**src/ctwo_pkg.sv**
```systemverilog
// Constants and types for the test, transfer and wait instruction decoder
package ctwo_pkg;
  localparam logic [7:0] OP_TST_DIR = 8'h3d;
  localparam logic [7:0] OP_TST_ACC = 8'h4d;
  localparam logic [7:0] OP_TST_IDX = 8'h5d;
  localparam logic [7:0] OP_TST_IX1 = 8'h6d;
  localparam logic [7:0] OP_TST_IX0 = 8'h7d;
  localparam logic [7:0] OP_TXA = 8'h9f;
  localparam logic [7:0] OP_WAIT = 8'h8f;
  localparam logic [3:0] CYC_TST_DIR = 4'h4;
  localparam logic [3:0] CYC_TST_INH = 4'h3;
  localparam logic [3:0] CYC_TST_IX1 = 4'h5;
  localparam logic [3:0] CYC_TST_IX0 = 4'h4;
  localparam logic [3:0] CYC_TXA = 4'h2;
  localparam logic [3:0] CYC_WAIT = 4'h2;
  localparam logic [3:0] CYC_ILLEGAL = 4'h2;
  localparam int CCR_C = 0;
  localparam int CCR_Z = 1;
  localparam int CCR_N = 2;
  localparam int CCR_I = 3;
  localparam int CCR_H = 4;
  localparam logic [4:0] CCR_RESET = 5'h08;
  localparam logic [7:0] ACC_RESET = 8'h00;
  localparam logic [7:0] IDX_RESET = 8'h00;
  localparam logic [15:0] PC_RESET = 16'h0000;

  typedef enum logic [1:0] {
    CTWO_IX_NONE = 2'b00,
    CTWO_IX_SHORT = 2'b01,
    CTWO_IX_LONG = 2'b10
  } ctwo_ixmode_t;

  typedef enum logic [2:0] {
    CTWO_FETCH = 3'b000,
    CTWO_OPND1 = 3'b001,
    CTWO_OPND2 = 3'b010,
    CTWO_READ = 3'b011,
    CTWO_PAD = 3'b100,
    CTWO_WAITING = 3'b101
  } ctwo_state_t;

  typedef struct packed {
    logic [15:0] addr;
    logic rd;
  } ctwo_mem_req_t;

  typedef struct packed {
    logic [7:0] acc;
    logic [7:0] idx;
    logic [4:0] condition_code_reg;
  } ctwo_regs_t;
endpackage

```
**src/ctwo_core.sv**
```systemverilog
// Decoder and executor for test, index-to-accumulator transfer and wait
module ctwo_core
  import ctwo_pkg::*;
(
  input wire logic mclk,
  input wire logic sys_rst,
  input wire logic [7:0] mem_rdata,
  input wire logic wake,
  output ctwo_mem_req_t mem_req,
  output ctwo_regs_t regs,
  output logic cpu_clk_stop,
  output logic instr_done,
  output logic illegal_op
);
  ctwo_state_t state_q, state_d;
  logic [15:0] pc_q, pc_d;
  logic [7:0] acc_q, acc_d;
  logic [7:0] idx_q, idx_d;
  logic [4:0] ccr_q, ccr_d;
  logic [7:0] op_q, op_d;
  logic [7:0] offh_q, offh_d;
  logic [7:0] offl_q, offl_d;
  logic [3:0] cnt_q, cnt_d;
  ctwo_ixmode_t ixm_q, ixm_d;
  logic [15:0] ea;
  ctwo_mem_req_t req_q, req_d;
  logic stop_q, stop_d;
  logic done_q, done_d;
  logic ill_q, ill_d;

  ctwo_ea u_ea (
    .mode(ixm_q),
    .idx(idx_q),
    .off_hi(offh_q),
    .off_lo(offl_q),
    .ea(ea)
  );

  // Flags from a subtract of zero: only N and Z move
  function automatic logic [4:0] tst_flags(input logic [4:0] c, input logic [7:0] v);
    logic [4:0] r;
    r = c;
    r[CCR_N] = v[7];
    r[CCR_Z] = (v == 8'h00);
    return r;
  endfunction

  always_comb begin
    state_d = state_q;
    pc_d = pc_q;
    acc_d = acc_q;
    idx_d = idx_q;
    ccr_d = ccr_q;
    op_d = op_q;
    offh_d = offh_q;
    offl_d = offl_q;
    ixm_d = ixm_q;
    stop_d = stop_q;
    done_d = 1'b0;
    ill_d = 1'b0;
    cnt_d = (cnt_q != 4'h0) ? cnt_q - 4'h1 : 4'h0;
    req_d.rd = 1'b0;
    req_d.addr = req_q.addr;
    case (state_q)
      CTWO_FETCH: begin
        // Opcode is on mem_rdata for the address presented this cycle
        op_d = mem_rdata;
        pc_d = pc_q + 16'h0001;
        case (mem_rdata)
          OP_TST_DIR, OP_TST_IX1: begin
            ixm_d = CTWO_IX_SHORT;
            // Count is the cycle total less one: the registered done pulse falls on the cycle after the last, with the next fetch
            cnt_d = (mem_rdata == OP_TST_DIR) ? CYC_TST_DIR - 4'h1 : CYC_TST_IX1 - 4'h1;
            req_d = '{addr: pc_q + 16'h0001, rd: 1'b1};
            state_d = CTWO_OPND1;
          end
          OP_TST_IX0: begin
            ixm_d = CTWO_IX_NONE;
            cnt_d = CYC_TST_IX0 - 4'h1;
            req_d = '{addr: {8'h00, idx_q}, rd: 1'b1};
            state_d = CTWO_READ;
          end
          OP_TST_ACC: begin
            ccr_d = tst_flags(ccr_q, acc_q);
            cnt_d = CYC_TST_INH - 4'h1;
            state_d = CTWO_PAD;
          end
          OP_TST_IDX: begin
            ccr_d = tst_flags(ccr_q, idx_q);
            cnt_d = CYC_TST_INH - 4'h1;
            state_d = CTWO_PAD;
          end
          OP_TXA: begin
            acc_d = idx_q;
            cnt_d = CYC_TXA - 4'h1;
            state_d = CTWO_PAD;
          end
          OP_WAIT: begin
            ccr_d[CCR_I] = 1'b0;
            cnt_d = CYC_WAIT - 4'h1;
            state_d = CTWO_PAD;
          end
          default: begin
            // Opcodes of other table portions are flagged and skipped
            ill_d = 1'b1;
            cnt_d = CYC_ILLEGAL - 4'h1;
            state_d = CTWO_PAD;
          end
        endcase
      end
      CTWO_OPND1: begin
        // Offset or direct address byte; the long form takes the high byte first
        if (ixm_q == CTWO_IX_LONG) begin
          offh_d = mem_rdata;
          pc_d = pc_q + 16'h0001;
          req_d = '{addr: pc_q + 16'h0001, rd: 1'b1};
          state_d = CTWO_OPND2;
        end else begin
          offl_d = mem_rdata;
          pc_d = pc_q + 16'h0001;
          if (op_q == OP_TST_DIR) begin
            req_d = '{addr: {8'h00, mem_rdata}, rd: 1'b1};
          end else begin
            req_d = '{addr: {8'h00, idx_q} + {8'h00, mem_rdata}, rd: 1'b1};
          end
          state_d = CTWO_READ;
        end
      end
      CTWO_OPND2: begin
        offl_d = mem_rdata;
        pc_d = pc_q + 16'h0001;
        req_d = '{addr: {offh_q, mem_rdata} + {8'h00, idx_q}, rd: 1'b1};
        state_d = CTWO_READ;
      end
      CTWO_READ: begin
        // Read only: no write strobe exists, memory is never modified
        ccr_d = tst_flags(ccr_q, mem_rdata);
        state_d = CTWO_PAD;
      end
      CTWO_PAD: begin
        if (cnt_q <= 4'h1) begin
          done_d = 1'b1;
          if (op_q == OP_WAIT) begin
            stop_d = 1'b1;
            state_d = CTWO_WAITING;
          end else begin
            req_d = '{addr: pc_q, rd: 1'b1};
            state_d = CTWO_FETCH;
          end
        end
      end
      CTWO_WAITING: begin
        // Wake sources live outside; a wake restarts fetching at the next opcode
        if (wake) begin
          stop_d = 1'b0;
          req_d = '{addr: pc_q, rd: 1'b1};
          state_d = CTWO_FETCH;
        end
      end
      default: state_d = CTWO_FETCH;
    endcase
  end

  always_ff @(posedge mclk or posedge sys_rst) begin
    if (sys_rst) begin
      state_q <= CTWO_PAD;
      pc_q <= PC_RESET;
      acc_q <= ACC_RESET;
      idx_q <= IDX_RESET;
      ccr_q <= CCR_RESET;
      op_q <= 8'h00;
      offh_q <= 8'h00;
      offl_q <= 8'h00;
      ixm_q <= CTWO_IX_NONE;
      cnt_q <= 4'h0;
      req_q <= '0;
      stop_q <= 1'b0;
      done_q <= 1'b0;
      ill_q <= 1'b0;
    end else begin
      state_q <= state_d;
      pc_q <= pc_d;
      acc_q <= acc_d;
      idx_q <= idx_d;
      ccr_q <= ccr_d;
      op_q <= op_d;
      offh_q <= offh_d;
      offl_q <= offl_d;
      ixm_q <= ixm_d;
      cnt_q <= cnt_d;
      req_q <= req_d;
      stop_q <= stop_d;
      done_q <= done_d;
      ill_q <= ill_d;
    end
  end

  assign mem_req = req_q;
  assign regs = '{acc: acc_q, idx: idx_q, condition_code_reg: ccr_q};
  assign cpu_clk_stop = stop_q;
  assign instr_done = done_q;
  assign illegal_op = ill_q;
endmodule

```
**src/ctwo_ea.sv**
```systemverilog
// Indexed effective address former for the three indexed modes
module ctwo_ea
  import ctwo_pkg::*;
(
  input wire ctwo_ixmode_t mode,
  input wire logic [7:0] idx,
  input wire logic [7:0] off_hi,
  input wire logic [7:0] off_lo,
  output logic [15:0] ea
);
  always_comb begin
    case (mode)
      CTWO_IX_NONE: ea = {8'h00, idx};
      CTWO_IX_SHORT: ea = {8'h00, idx} + {8'h00, off_lo};
      CTWO_IX_LONG: ea = {off_hi, off_lo} + {8'h00, idx};
      default: ea = {8'h00, idx};
    endcase
  end
endmodule

```
**config.mk**
```make
export PLATFORM = sky130hd
export DESIGN_NAME = ctwo_core
export DESIGN_NICKNAME = d
export VERILOG_FILES = /design/src/ctwo_pkg.sv /design/src/ctwo_core.sv /design/src/ctwo_ea.sv
export SDC_FILE = /design/constraint.sdc
export NUM_CORES = 1
export LEC_CHECK = 0
export BUFFER_PORTS_ARGS = -buffer_cell sky130_fd_sc_hd__buf_2
export CORE_MARGIN = 3
export CORE_UTILIZATION = 25
export CTS_BUF_LIST = sky130_fd_sc_hd__clkbuf_16
export DETAILED_ROUTE_END_ITERATION = 10
export GPL_ROUTABILITY_DRIVEN = 0
export PLACE_DENSITY = 0.5
export SLEW_MARGIN = 20
export SYNTH_ARGS = -nofsm -noshare
export SYNTH_HDL_FRONTEND = slang
export SYNTH_SLANG_ARGS = --single-unit
```
**constraint.sdc**
```tcl
create_clock -name mclk -period 3.5 [get_ports mclk]
set_clock_uncertainty 0.1 [all_clocks]
set_input_delay 0 -clock mclk [delete_from_list [all_inputs] [get_ports mclk]]
set_output_delay 0 -clock mclk [all_outputs]
set_load 0.01 [all_outputs]
```
======== After elaboration in Yosys (flattened, before gate mapping) ========
Cells that the tools add are included.
word-level totals
  ROM bits ................................ 0
  bits in registers ....................... 64
  logic and storage cells ................. 83
  memories kept ........................... 0
  latch bits .............................. 0
  bits in writable memories ............... 0
  bits of input ports ..................... 11
operators by class
  equality and inequality tests ........... 20
  $lt $le $gt $ge ......................... 1
  div/mod/pow operators ................... 0
  bitwise gates (word level) .............. 1
  reductions and logical operators ........ 18
  add/sub/neg operators ................... 2
  shifts and indexed selects .............. 0
  multipliers ............................. 0
  multiplexer cells ....................... 28
operators with widths
  kind                                                                     number
  17-bit case mux with 5 select lines                                      1
  17-bit two-way mux                                                       4
  17-bit case mux with 2 select lines                                      1
  8-bit by 7-bit == test with 1-bit output, second input constant          4
  8-bit == test, second input constant                                     3
  3-bit case mux with 6 select lines                                       1
  16-bit by 1-bit adder with 16-bit output, second input constant          1
  3-bit two-way mux                                                        5
  1-bit two-way mux                                                        9
  3-bit case mux with 3 select lines                                       1
  8-bit by 6-bit == test with 1-bit output, second input constant          1
  8-bit zero test                                                          1
  4-bit two-way mux                                                        2
  2-bit inequality test, second input constant                             4
  4-bit case mux with 2 select lines                                       1
  2-bit AND reduction                                                      4
  7-bit OR reduction                                                       1
  3-bit by 2-bit == test with 1-bit output, second input constant          2
  3-bit == test, second input constant                                     2
  3-bit by 1-bit inequality test with 1-bit output, second input constant  2
  3-bit case mux with 2 select lines                                       1
  2-bit nonzero test                                                       3
  5-bit AND reduction                                                      1
  5-bit nonzero test                                                       1
  13 further kinds                                                         14

======== Longest topological paths before layout ========
  depth after elaboration ................. 4
  mapped depth ............................ 8

======== Worst setup path after synthesis ========
No wires, ideal clock.
  kind .................................... register -> register
  start point ............................. reg state_q[2]
  end point ............................... reg req_q (netlist bit mem_req[9])
  cell stages (with the launch flop) ...... 9
  data required time ...................... 3.299 ns
  clock period less this slack ............ 2.138 ns
  data arrival time ....................... 1.937 ns
  path slack .............................. 1.362 ns
  cell sequence ........................... dfstp_2 buf_6 or4b_4 or4_1 buf_2 buf_6 a21oi_1 o21ai_1 o311ai_2
between the ends
  longest elaborated chain between the ends .. 3
ends and longest elaborated chain
  what                                                  line              source
  start: declaration                                    ctwo_core.sv:15   ctwo_state_t state_q, state_d;
  start signal: assignment                              ctwo_core.sv:181  state_q <= state_d;
  3-bit == test (tied with other cells)                 ctwo_core.sv:64   case (state_q)
  5-bit nonzero test (no line) (tied with other cells)  n/a
  5-bit AND reduction (no line)                         n/a
  end signal: assignment                                ctwo_core.sv:191  req_q <= req_d;
  end: declaration                                      ctwo_core.sv:26   ctwo_mem_req_t req_q, req_d;
Parallel ways exist; a longest one is shown, timed or not.
A chain may end at the register's enable or synchronous reset.

======== Worst setup path after layout ========
  start point ............................. reg state_q[0]
  end point ............................... reg req_q (netlist bit mem_req[15])
Same word-level chain as after synthesis.

==> impl_metrics.json <==
{
  "status": "completed",
  "cts_buffer_depth": 2,
  "path_delay_family": "simple AND/OR/NAND/NOR gates",
  "core_um2": 11500,
  "area_delta_synth_final_pct": 15.2,
  "yosys.area_share.simple": 0.239,
  "setup.worst_path.end": "mem_req[15]",
  "cp-startpoint": "state_q[0]",
  "power.leakage_nw": 1.58,
  "netlist_instances": 321,
  "powerDensity_nw_per_um2": 698,
  "synth_compound_area_frac": 0.140,
  "switching_power_uw": 967,
  "combPwrFrac": 0.385,
  "yosysUniqueCellTypes": 53,
  "synth_top_area_share": 0.438,
  "synth_top_cell_by_area": "dfrtp_1",
  "tightest_slew_ns": 0.934,
  "hpwl_mm": 5.12,
  "cpPeakStageDelay_ns": 0.80,
  "cap_violations": 0,
  "path_cells": "or4b_4, or4_1, a31oi_1, o21ai_0, o311ai_2",
  "r2r-start": "state_q[0]",
  "cp_num_buf_inv": 0,
  "r2r-end": "mem_req[15]",
  "p_clk_frac": 0.199,
  "die_h_um": 115,
  "intPower_mw": 1.42,
  "clock_latency_ns": 0.29,
  "final_common_cell": "dfrtp_1",
  "htree_num_levels": 2,
  "vias": 2366,
  "reg2reg_depth": 5,
  "floorplan.initialDensity": 0.258,
  "wl_per_cell_um": 14.5,
  "grt_pass1_vias": 2291,
  "cts.clk_slew.worst_paths_ns": 0.07,
  "required_ns": 3.59,
  "syn-cell-area_um2": 2970,
  "ys.flop_type": "dfrtp_1",
  "grt_overflow": 0,
  "dr.pass1.iters": 4,
  "cts_setup_buffers": 0,
  "r2r_slack_ns": 0.82,
  "cts_tree": "done",
  "place_ws_ns": 0.839,
  "setup-tns-final_ns": 0,
  "worstPathMaxFanout": 18,
  "timing.fmax_ghz": 0.373,
  "final_area_um2": 3420,
  "fin_ws_ns": 0.817,
  "synth-xor-area-share": 0.0679,
  "dp.cells": 480,
  "finalSetupViolations": 0,
  "critPathCaptureType": "register",
  "cp-start-kind": "register",
  "drtIter0Drc": 124,
  "synth_fa_ha_area_frac": 0.00422,
  "crit_arrival_ns": 2.77,
  "hold_violations": 0,
  "critPathKind": "reg -> reg",
  "fin_crit_sh": 0.767,
  "final_cell_mix": "dfrtp_1, nand2_1, buf_2",
  "cts_resized": 0,
  "place_area_um2": 3180,
  "n_fill_cell": 1230,
  "routed_wl_mm": 7.22,
  "grt_max_degree": 32,
  "cts_root_buf": "clkbuf_16",
  "rsz0062_at_grt": "no",
  "grt_antenna_before_repair": 0,
  "avgViaCountPerCell": 4.75,
  "grt_pass1_wl_mm": 12.1,
  "die_w_um": 115,
  "slew_headroom": 0.378,
  "ys_seq_area_frac": 0.456,
  "ioPinCount": 52,
  "fin_hold_ws_ns": 0.187,
  "n_antenna_cell": 0,
  "cts_buffers": 5,
  "postCtsHoldBufs": 10,
  "ys_ff_latch": 54,
  "synth_top_family_by_area": "simple AND/OR/NAND/NOR gates",
  "synth_area_leaders": "dfrtp_1, nand2_1, nand3_1, buf_4, xor2_1",
  "cts_num_sinks": 54,
  "seqPwrFrac": 0.417,
  "std_cell_rows": 39,
  "power_mw": 2.39,
  "gr-usage-all-layers": 0.115,
  "dieArea_um2": 13200,
  "ant_nets": 0,
  "async_flop_share": 1.00,
  "synth_edf_count": 0,
  "final_nets": 366,
  "final_core_util": 0.297,
  "ys_warn_count": 0,
  "slowest_stage": "or4_1",
  "switching_share": 0.405,
  "fin_crit_ns": 2.68,
  "drive_gt1_frac": 0.161,
  "cp.depth": 5,
  "drc": 0,
  "avgSynthCellArea_um2": 9.25,
  "synth_mux_area_frac": 0.00337,
  "slew_violations": 0,
  "stdcell_count": 498,
  "min_path_type": "in -> async",
  "portBuffers": 33,
  "ir_drop_uv": 220
}
==> synth_stat cells (all sizes together) (5+ instances only) <==
cell type	instances
o21ai	16
nand2	46
xnor2	10
nand3	29
inv	6
o311ai	5
a21oi	8
buf	24
dfrtp	52
nor2	22
nand4	5
clkbuf	15
nor3	9
xor2	13
==> cell families (layout without fill, tap and decap cells) <==
family          count (synthesis)  after routing
compound gates                 55             55
flops                          54             54
mux                             1              1
xor+xnor                       23             23
buf+inv                        45             62
other cells                     1             18
simple gates                  141            141
fa+ha+maj                       1              1
==> state kept, by name, summed over array words and instances, names as in the netlist <==
register	count
state_q	3
pc_q	16
instr_done	1
illegal_op	1
cnt_q	4
ccr_q	3
op_q	8
mem_req	17
cpu_clk_stop	1
==> power by group through the flow <==
stage | Clock, mW | Sequential (mW) | Combinational, mW
CTS | 0.489 | 0.993 | 0.932
global route | 0.516 | 1.03 | 1.04
detailed placement | 0 | 1.00 | 0.919
floorplan | 0 | 0.956 | 0.680
finish | 0.475 | 0.994 | 0.918
global placement | 0 | 0.998 | 0.907
==> worst register-to-register path, stage by stage (launching register included) <==
cell and delay (ns):
dfrtp_1 0.52, or4b_4 0.63, or4_1 0.80, a31oi_1 0.29, o21ai_0 0.13, o311ai_2 0.11
==> layout make-up <==
| type | instances | area (um^2) | share of cell area |
|---|---|---|---|
| repair buffers | 48 | 303 | 0.0885 |
| flip-flops and latches | 54 | 1350 | 0.396 |
| multi-input cells | 239 | 1420 | 0.416 |
| clock buffers | 5 | 125 | 0.0366 |
| clock inverters | 3 | 12.5 | 0.00366 |
| inverters | 6 | 22.5 | 0.00659 |
| well taps | 143 | 179 | 0.0523 |
==> worst min path at each step <==
stage / end / cells past startpoint
global route: mem_req[3] / 3
detailed placement: mem_req[16] / 2
finish: mem_req[16] / 3
CTS: mem_req[16] / 3
global placement: mem_req[16] / 2
floorplan: op_q[0] / 2
==> per-layer routing <==
metal  global-route usage  wire length [um]  vias up
met5                    0                 0        -
met4               0.0454               177        0
met3               0.0216               234       12
met2                0.179              3540       43
met1                0.156              3270     1148
li1                     -                 -     1163
(Power assumes the default switching activity.)
